File: config.mk
export PLATFORM = sky130hd
export DESIGN_NAME = cic_device_flat
export DESIGN_NICKNAME = d
export VERILOG_FILES = /design/src/inc/cic_pkg.sv /design/src/inc/cic_bus_if.sv /design/src/logic/cic_device.sv /design/src/flat_wrapper.sv
export SDC_FILE = /design/constraint.sdc
export NUM_CORES = 2
export LEC_CHECK = 0
export BUFFER_PORTS_ARGS = -buffer_cell sky130_fd_sc_hd__buf_2
export CORE_MARGIN = 2
export CORE_UTILIZATION = 30
export DETAILED_ROUTE_END_ITERATION = 16
export PLACE_DENSITY = 0.45
export SLEW_MARGIN = 20
export SYNTH_ARGS = -nofsm -noshare
export SYNTH_HDL_FRONTEND = slang
export SYNTH_SLANG_ARGS = --single-unit
File: constraint.sdc
create_clock -name ref_clk -period 3.8 [get_ports ref_clk]
set_input_delay 0 -clock ref_clk [delete_from_list [all_inputs] [get_ports ref_clk]]
set_output_delay 0 -clock ref_clk [all_outputs]
set_load 0.01 [all_outputs]
File: src/inc/cic_pkg.sv
// Shared constants for the controller initialisation ends
// Behaviour
// - Strap high selects demultiplexed host bus
// - Strap low: PCI, port defaults local bus
// - Slave only until action request
// - Host configures before setting action request
// - Byte order bit chosen first
// - Burst bit acts only in demux mode
// - Two bits choose DMA priority scheme
// - Port fields select four pin uses
// - Host sets queue bases and lengths
// - Host reserves ring buffers before activation
// - Control mode zero checks hold bit
// - Host sets FIFO thresholds before activation
// - Host loads first descriptor addresses
// - Host sets hold in last descriptor
// - Host writes last descriptor addresses
// - Channel config: masks and DMA resets
// - Power switching keeps registers and state
// - Powered-down channel: no clocks, no serial interrupts; DMA interrupts still pass
// - Host configures serial channel in order
// - Local bus serves micro and peripherals
// - Host initialises selected peripheral registers
// - Reset: powered down, HDLC, NRZ
package cic_pkg;
  localparam int NCH = 4;
  localparam int AW = 8;
  localparam int DW = 32;
  // Register byte addresses
  localparam logic [7:0] ADDR_GMODE = 8'h00;
  localparam logic [7:0] ADDR_CMD = 8'h04;
  localparam logic [7:0] ADDR_STAT = 8'h08;
  localparam logic [7:0] ADDR_RXQ = 8'h10;
  localparam logic [7:0] ADDR_TXQ = 8'h20;
  localparam logic [7:0] ADDR_CFGQ = 8'h30;
  localparam logic [7:0] ADDR_PERQ = 8'h34;
  localparam logic [7:0] ADDR_QLENA = 8'h38;
  localparam logic [7:0] ADDR_QLENB = 8'h3C;
  localparam logic [7:0] ADDR_FIFO = 8'h40;
  localparam logic [7:0] ADDR_FRXD = 8'h50;
  localparam logic [7:0] ADDR_FTXD = 8'h60;
  localparam logic [7:0] ADDR_LRXD = 8'h70;
  localparam logic [7:0] ADDR_LTXD = 8'h80;
  localparam logic [7:0] ADDR_CHCFG = 8'h90;
  localparam logic [7:0] ADDR_SCFG0 = 8'hA0;
  localparam logic [7:0] ADDR_SCFG1 = 8'hB0;
  localparam logic [7:0] ADDR_SCFG2 = 8'hC0;
  localparam logic [7:0] ADDR_SMASK = 8'hD0;
  localparam logic [7:0] ADDR_PERIPH = 8'hE0;
  // Global mode fields
  localparam int GM_ORDER = 0;
  localparam int GM_BURST = 1;
  localparam int GM_PRIO = 2;
  localparam int GM_CHORD = 3;
  localparam int GM_PCFG = 4;
  localparam int GM_LBMODE = 6;
  localparam int GM_CMODE = 7;
  // Command, status and channel config fields
  localparam int CMD_AR = 0;
  localparam int ST_ACK = 0;
  localparam int ST_DEMUX = 1;
  localparam int ST_MASTER = 2;
  localparam int CC_FRM = 0;
  localparam int CC_ERR = 1;
  localparam int CC_TERR = 2;
  localparam int CC_RXRST = 3;
  localparam int CC_TXRST = 4;
  // Serial config 0 fields
  localparam int S0_PU = 0;
  localparam int S0_PROTO = 1;
  localparam int S0_CODE = 3;
  localparam int S0_CLK = 5;
  localparam logic [31:0] RESET_VAL = 32'h0000_0000;
  localparam logic [1:0] PROTO_HDLC = 2'h0;
  localparam logic [1:0] CODE_NRZ = 2'h0;
  localparam logic [1:0] STRAP_SETTLE = 2'h3;
  // Port pin uses
  typedef enum logic [1:0] {
    CIC_LB_ONLY = 2'h0, CIC_GP_LB = 2'h1, CIC_GP_SS_LB = 2'h2, CIC_GP16_LB = 2'h3
  } cic_port_use_t;
endpackage

File: src/inc/cic_bus_if.sv
// Register access link between host and controller
`timescale 1ns/1ps
interface cic_bus_if;
  import cic_pkg::*;
  logic req;
  logic wr;
  logic [AW-1:0] addr;
  logic [DW-1:0] wrData;
  logic [DW-1:0] rdData;
  logic ack;
  modport host (output req, output wr, output addr, output wrData, input rdData, input ack);
  modport dev (input req, input wr, input addr, input wrData, output rdData, output ack);
endinterface

File: src/logic/cic_device.sv
// Controller end: registers, strap capture, activation and channel gating
`timescale 1ns/1ps
module cic_device (
  // Clock and reset
  input wire logic ref_clk,
  input wire logic nrst,
  // Host link
  cic_bus_if.dev bus,
  // Strap pin
  input wire logic busModeStrap,
  // Channel events and DMA hooks
  input wire logic [cic_pkg::NCH-1:0] serialEvent,
  input wire logic [3*cic_pkg::NCH-1:0] dmaEvent,
  input wire logic descFetched,
  input wire logic descHold,
  input wire logic [cic_pkg::DW-1:0] memDataIn,
  // Status outputs
  output logic demuxMode,
  output logic busMaster,
  output logic burstActive,
  output logic [1:0] prioScheme,
  output cic_pkg::cic_port_use_t portUse,
  output logic localBusMuxed,
  output logic localBusEn,
  output logic branchNext,
  output logic descStop,
  output logic [cic_pkg::DW-1:0] memDataOut,
  output logic [cic_pkg::NCH-1:0] chanClkEn,
  output logic [cic_pkg::NCH-1:0] serialIrq,
  output logic [cic_pkg::NCH-1:0] dmaIrq,
  output logic [cic_pkg::NCH-1:0] rxDmaReset,
  output logic [cic_pkg::NCH-1:0] txDmaReset
);
  import cic_pkg::*;

  function automatic logic [31:0] swapBytes(input logic [31:0] d, input logic big);
    swapBytes = big ? {d[7:0], d[15:8], d[23:16], d[31:24]} : d;
  endfunction

  logic [31:0] regs [0:63];
  logic [1:0] strapSync;
  logic [1:0] settleCnt;
  logic strapTaken;
  logic actAck;
  logic ackPend;
  logic ackQ;
  logic [31:0] rdQ;
  logic [NCH-1:0] rxRstQ;
  logic [NCH-1:0] txRstQ;
  logic [31:0] next_rd;
  logic [31:0] memQ;

  wire take = bus.req & ~ackQ;
  wire doWr = take & bus.wr;
  wire [5:0] idx = bus.addr[7:2];
  wire isCmd = bus.addr == ADDR_CMD;
  wire isStat = bus.addr == ADDR_STAT;
  wire arWrite = doWr & isCmd & bus.wrData[CMD_AR];
  wire ackClr = doWr & isStat & bus.wrData[ST_ACK];
  wire [31:0] gmode = regs[ADDR_GMODE[7:2]];
  wire [31:0] statWord = {29'h0000_0000, busMaster, demuxMode, actAck};

  // Strap is synchronised, then caught once after reset release
  always_ff @(posedge ref_clk) begin
    if (!nrst) begin
      strapSync <= 2'h0;
      settleCnt <= 2'h0;
      strapTaken <= 1'b0;
      demuxMode <= 1'b0;
    end else begin
      strapSync <= {strapSync[0], busModeStrap};
      if (settleCnt != STRAP_SETTLE) begin
        settleCnt <= settleCnt + 2'h1;
      end else if (!strapTaken) begin
        strapTaken <= 1'b1;
        demuxMode <= strapSync[1];
      end
    end
  end

  // Register store; zero reset gives powered down, HDLC, NRZ, local bus only
  always_ff @(posedge ref_clk) begin
    if (!nrst) begin
      for (int i = 0; i < 64; i++) begin
        regs[i] <= RESET_VAL;
      end
    end else if (doWr && !isCmd && !isStat) begin
      regs[idx] <= bus.wrData;
    end
  end

  always_comb begin
    next_rd = regs[idx];
    if (isStat) begin
      next_rd = statWord;
    end else if (isCmd) begin
      next_rd = RESET_VAL;
    end
  end

  // Bus slave answer: one-cycle ack the edge after a request is taken
  always_ff @(posedge ref_clk) begin
    if (!nrst) begin
      ackQ <= 1'b0;
      rdQ <= RESET_VAL;
    end else begin
      ackQ <= take;
      if (take && !bus.wr) begin
        rdQ <= next_rd;
      end
    end
  end
  assign bus.ack = ackQ;
  assign bus.rdData = rdQ;

  // Activation: master only after action request; ack set wins over clear
  always_ff @(posedge ref_clk) begin
    if (!nrst) begin
      busMaster <= 1'b0;
      ackPend <= 1'b0;
      actAck <= 1'b0;
    end else begin
      ackPend <= arWrite;
      if (arWrite) begin
        busMaster <= 1'b1;
      end
      if (ackPend) begin
        actAck <= 1'b1;
      end else if (ackClr) begin
        actAck <= 1'b0;
      end
    end
  end

  // DMA reset commands from channel config are one-cycle pulses
  always_ff @(posedge ref_clk) begin
    if (!nrst) begin
      rxRstQ <= '0;
      txRstQ <= '0;
    end else begin
      for (int n = 0; n < NCH; n++) begin
        rxRstQ[n] <= doWr && idx == ADDR_CHCFG[7:2] + 6'(n) && bus.wrData[CC_RXRST];
        txRstQ[n] <= doWr && idx == ADDR_CHCFG[7:2] + 6'(n) && bus.wrData[CC_TXRST];
      end
    end
  end
  assign rxDmaReset = rxRstQ;
  assign txDmaReset = txRstQ;

  // Global mode decode
  assign burstActive = gmode[GM_BURST] & demuxMode;
  assign prioScheme = {gmode[GM_CHORD], gmode[GM_PRIO]};
  assign portUse = cic_port_use_t'(gmode[GM_PCFG +: 2]);
  assign localBusMuxed = gmode[GM_LBMODE];
  assign localBusEn = ~demuxMode;
  wire [31:0] memSwapped = swapBytes(memDataIn, gmode[GM_ORDER]);

  // Byte-ordered memory data leaves from a register
  always_ff @(posedge ref_clk) begin
    if (!nrst) begin
      memQ <= RESET_VAL;
    end else begin
      memQ <= memSwapped;
    end
  end
  assign memDataOut = memQ;

  // Descriptor branching
  wire fetchOk = descFetched & busMaster;
  assign branchNext = fetchOk & (gmode[GM_CMODE] | ~descHold);
  assign descStop = fetchOk & ~gmode[GM_CMODE] & descHold;

  // Per-channel clock gating and interrupt forwarding
  genvar g;
  generate
    for (g = 0; g < NCH; g++) begin : gch
      wire [31:0] cfg0 = regs[ADDR_SCFG0[7:2] + 6'(g)];
      wire [31:0] chCfg = regs[ADDR_CHCFG[7:2] + 6'(g)];
      wire [31:0] sMask = regs[ADDR_SMASK[7:2] + 6'(g)];
      wire [2:0] evt = dmaEvent[3*g +: 3];
      wire [2:0] evtMask = {chCfg[CC_TERR], chCfg[CC_ERR], chCfg[CC_FRM]};
      assign chanClkEn[g] = cfg0[S0_PU];
      assign serialIrq[g] = serialEvent[g] & cfg0[S0_PU] & ~sMask[0];
      assign dmaIrq[g] = |(evt & ~evtMask);
    end
  endgenerate
endmodule

File: src/flat_wrapper.sv
// flat-port wrapper written by rule: the top's interface ports become plain ports
module cic_device_flat import cic_pkg::*;
  (ref_clk, nrst, busModeStrap, serialEvent, dmaEvent, descFetched, descHold, memDataIn, demuxMode, busMaster, burstActive, prioScheme, portUse, localBusMuxed, localBusEn, branchNext, descStop, memDataOut, chanClkEn, serialIrq, dmaIrq, rxDmaReset, txDmaReset, bus_req, bus_wr, bus_addr, bus_wrData, bus_rdData, bus_ack);
  cic_bus_if bus_i ();
  input wire logic ref_clk;
  input wire logic nrst;
  input wire logic busModeStrap;
  input wire logic [cic_pkg::NCH-1:0] serialEvent;
  input wire logic [3*cic_pkg::NCH-1:0] dmaEvent;
  input wire logic descFetched;
  input wire logic descHold;
  input wire logic [cic_pkg::DW-1:0] memDataIn;
  output logic demuxMode;
  output logic busMaster;
  output logic burstActive;
  output logic [1:0] prioScheme;
  output cic_pkg::cic_port_use_t portUse;
  output logic localBusMuxed;
  output logic localBusEn;
  output logic branchNext;
  output logic descStop;
  output logic [cic_pkg::DW-1:0] memDataOut;
  output logic [cic_pkg::NCH-1:0] chanClkEn;
  output logic [cic_pkg::NCH-1:0] serialIrq;
  output logic [cic_pkg::NCH-1:0] dmaIrq;
  output logic [cic_pkg::NCH-1:0] rxDmaReset;
  output logic [cic_pkg::NCH-1:0] txDmaReset;
  input wire logic [$bits(bus_i.req)-1:0] bus_req;
  input wire logic [$bits(bus_i.wr)-1:0] bus_wr;
  input wire logic [$bits(bus_i.addr)-1:0] bus_addr;
  input wire logic [$bits(bus_i.wrData)-1:0] bus_wrData;
  output wire logic [$bits(bus_i.rdData)-1:0] bus_rdData;
  output wire logic [$bits(bus_i.ack)-1:0] bus_ack;
  assign bus_i.req = bus_req;
  assign bus_i.wr = bus_wr;
  assign bus_i.addr = bus_addr;
  assign bus_i.wrData = bus_wrData;
  assign bus_rdData = bus_i.rdData;
  assign bus_ack = bus_i.ack;
  cic_device u_core (.ref_clk(ref_clk), .nrst(nrst), .bus(bus_i), .busModeStrap(busModeStrap), .serialEvent(serialEvent), .dmaEvent(dmaEvent), .descFetched(descFetched), .descHold(descHold), .memDataIn(memDataIn), .demuxMode(demuxMode), .busMaster(busMaster), .burstActive(burstActive), .prioScheme(prioScheme), .portUse(portUse), .localBusMuxed(localBusMuxed), .localBusEn(localBusEn), .branchNext(branchNext), .descStop(descStop), .memDataOut(memDataOut), .chanClkEn(chanClkEn), .serialIrq(serialIrq), .dmaIrq(dmaIrq), .rxDmaReset(rxDmaReset), .txDmaReset(txDmaReset));
endmodule
==> metrics.csv <==
stage,metric,value,unit
status,outcome,finished clean,
cts,CTS tree,yes,
synth,Synth area leader,edfxtp_1,
global_route,gr ovfl total,0,
worst_hold_path,cell depth of the worst hold path,3,
cts,Sink Count,2130,
cts,Num CTS Buffers,235,
synth,number of synthesized register bits,2130,
synth,Main synth FF type,edfxtp_1,
floorplanning,Starting Density,30.2,%
synth,top post-synthesis cells by area,"edfxtp_1 (64%), and2_1 (13%), mux4_2 (9.3%)",
floorplanning,Ports,191,
critical_path,reg2reg setup slack,1.09,ns
critical_path,Setup CP Type,primary input to register,
power,switching fraction of total power,24.5,%
run,# Max-Cap Violations,0,
synth,Syn Nets,6548,
synth,top post-synthesis cells by count,"and2_1 (2056), edfxtp_1 (2048), clkbuf_1 (478), mux4_2 (396), mux2i_1 (288)",
cts,root buf cell,clkbuf_16,
synth,Yosys cell types,62,
global_route,wire length of the first global-routing pass,479000,microns
timing,Slew Limit Fails,0,
placement,count of input and output buffers,190,
detailed_routing,post-DR wirelength/cell,31.1,microns
timing,relative max-transition margin,22.0,%
detailed_routing,Detailed Route WL,347000,microns
synth,register area share after synthesis,65.6,%
timing,Worst Skew,0.0888,ns
cts,CTS Hold Bufs,164,
finish,"final std cell area, no fill",113000,sq um
finish,post-route core utilization,35.5,%
cts,# H-tree levels,4,
cts,CTS resizes,0,
critical_path,RR Endpoint,u_core.regs[4][10],
floorplanning,Die W,570,microns
critical_path,worst path required time,4.62,ns
timing,Tmin final,3.14,ns
global_route,Tot GR Track Use,21.0,%
critical_path,crit path launch type,primary input,
worst_hold_path,min-delay src,bus_wrData[0],
global_route,largest net degree at the start of global routing,81,
cts,clk slew on worst S/H paths,0.06,ns
synth,Post-synth ARST share,0,%
power,P_sw,13.0,mW
floorplanning,core area,319000,sq um
synth,Mapped Avg Cell Area,14.9,sq um
detailed_routing,total vias in the final route,56352,
placement,area post-placement,104000,sq um
floorplanning,row cnt,207,
timing,worst slew pin tran,1.17,ns
global_route,vias in the first global route,56857,
placement,Setup WS pre-CTS,0.260,ns
synth,synthesized instance count,6452,
finish,layout cells sized above 1,21.0,%
synth,number of synthesized flops with an enable pin,2048,
synth,top cell type's share of synthesized area,63.9,%
cts,CTS max path bufs,4,
cts,clk_lat worst skew,0.94,ns
timing,period utilisation layout,82.7,%
finish,Final Net Count,6837,
power,P_leak,41.4,nW
placement,Placer Congestion,0.882,
timing,RSZ-0062 raised after global routing,no,
detailed_routing,Pre-antenna DRT Iters,6,
detailed_routing,Routed Antenna Nets,0,
detailed_routing,Post-route DRC,0,
floorplanning,Die H,570,microns
cts,post-CTS setup buffer count,0,
placement,DP HPWL,217000,microns
worst_hold_path,worst hold endpoint,u_core.regs[62][0],
detailed_routing,drt via density,5.06,
critical_path,Worst Reg-to-Reg Cells,6,
critical_path,Max Fanout on Critical Path,36,
timing,Final Hold Fails,0,
floorplanning,Die Area,325000,sq um
power,Clk pwr share,41.7,%
detailed_routing,Iter 0 DRT Violations,6108,
finish,area grow syn2layout,17.5,%
timing,Finish-stage setup viols,0,
power,Int Pwr,40.1,mW
power,Peak VDD IR,0.000342,V
timing,Final WS setup,0.658,ns
synth,Syn. warnings,0,
power,pwr/cell area,469,nW/um^2
critical_path,CP Data Arrival Time,3.96,ns
finish,Filler Cell Count,30191,
power,Sequential Power Share,50.3,%
critical_path,CP Capture Type,register,
timing,worst hold slack,0.0432,ns
critical_path,launching point of the worst reg2reg path,u_core.bus.ack,
power,combinational share of power,8.1,%
synth,most numerous cell in the Yosys netlist,and2_1,
synth,Syn Std Cell Area,96300,sq um
global_route,number of antenna violations at the first check in global routing,32,
worst_hold_path,Hold Path Class,primary input to register,
timing,FMAX,318,MHz
==> worst max-delay path by stage <==
| stage | startpoint | to | slack [ns] | cells past startpoint |
|---|---|---|---|---|
| detailed placement | bus_addr[2] | u_core.bus.rdData[10] | 0.26 | 7 |
| floorplan | u_core.bus.ack | u_core.regs[63][0] | -0.22 | 6 |
| global route | bus_addr[5] | u_core.bus.rdData[24] | 0.65 | 10 |
| global placement | bus_addr[2] | u_core.bus.rdData[28] | 0.18 | 7 |
| CTS | bus_addr[5] | u_core.bus.rdData[24] | 0.78 | 10 |
| finish | bus_addr[5] | u_core.bus.rdData[24] | 0.66 | 10 |
==> cells in the final DEF, fill, tap and decap left out, types with 17 or more instances in the layout <==
| cell type | synthesis | routed |
|---|---|---|
| clkinv_2 | 0 | 40 |
| mux2_2 | 25 | 25 |
| dlygate4sd3_1 | 0 | 164 |
| a221oi_1 | 55 | 55 |
| o21ai_0 | 101 | 27 |
| diode_2 | 0 | 27 |
| o21ai_4 | 0 | 64 |
| dfxtp_1 | 82 | 82 |
| mux4_2 | 396 | 396 |
| buf_2 | 90 | 182 |
| a211oi_1 | 34 | 34 |
| a21oi_1 | 71 | 71 |
| o221ai_1 | 27 | 27 |
| and2_1 | 2056 | 2056 |
| o22ai_1 | 70 | 70 |
| nor2_1 | 128 | 63 |
| buf_12 | 1 | 63 |
| a22oi_1 | 27 | 27 |
| o21ai_1 | 20 | 30 |
| mux2i_1 | 288 | 288 |
| clkbuf_1 | 478 | 54 |
| nor3_1 | 17 | 17 |
| clkinv_1 | 0 | 66 |
| nor2b_1 | 51 | 48 |
| buf_4 | 44 | 311 |
| clkbuf_16 | 0 | 238 |
| edfxtp_1 | 2048 | 2048 |
| nor2_2 | 0 | 64 |
| nand2_1 | 111 | 107 |
| a22o_1 | 19 | 19 |
==> layout make-up <==
class / instances / area [sq um] / area share, %
repair buffers: 724 / 6220 / 5.50
clock inverters: 129 / 990 / 0.875
well taps: 4180 / 5230 / 4.62
flip-flops and latches: 2130 / 63100 / 55.8
multi-input cells: 3635 / 31100 / 27.5
inverters: 15 / 61.3 / 0.0542
clock buffers: 302 / 6260 / 5.54
diodes: 27 / 67.6 / 0.0597
==> sequential cells by signal, summed over array words and instances, names as in the netlist <==
name,flops
u_core.strapSync,2
u_core.ackPend,1
u_core.settleCnt,2
u_core.bus.rdData,32
u_core.bus.ack,1
u_core.actAck,1
u_core.rxDmaReset,4
u_core.memDataOut,32
u_core.strapTaken,1
u_core.busMaster,1
u_core.regs,2048
u_core.txDmaReset,4
u_core.demuxMode,1
==> logic make-up after synthesis <==
logic type	synth area share, %
AO/OA/AOI/OAI	3.61
XOR/XNOR	0.00910
adder cells (fa/ha/maj)	0.0130
buffers and inverters	3.11
flip-flops	65.6
multiplexers	12.6
AND/OR/NAND/NOR	15.1
==> power groups by stage <==
stage / Combinational [mW] / Sequential [mW] / Clock, mW
finish: 4.28 / 26.7 / 22.1
global route: 4.46 / 26.7 / 23.4
CTS: 4.34 / 26.7 / 22.6
detailed placement: 4.19 / 27.2 / 0
global placement: 4.18 / 27.2 / 0
floorplan: 2.03 / 27.1 / 0
==> stage by stage <==
stage	std cells	total power [mW]	TNS, ns
floorplan	6452	29.2	-204.41
global placement	10513	31.3	0
detailed placement	10520	31.4	0
CTS	11115	53.6	0
global route	11118	54.6	0
finish	11142	53.1	0
==> metal layers <==
metal	track usage, %	wire length (microns)
met1	28.0	146000
met2	34.7	167000
met3	2.91	19500
met4	7.96	14200
met5	0	13
==> critical path, cell delays in order <==
cell,delay (ns)
dlygate4sd3_1,0.60
buf_4,0.34
nor2b_4,0.75
buf_12,0.32
buf_4,0.32
a221oi_1,0.18
o221ai_1,0.24
buf_4,0.21
o211ai_1,0.47
a32o_1,0.40
Note: power is estimated with default switching activity, not from simulation.
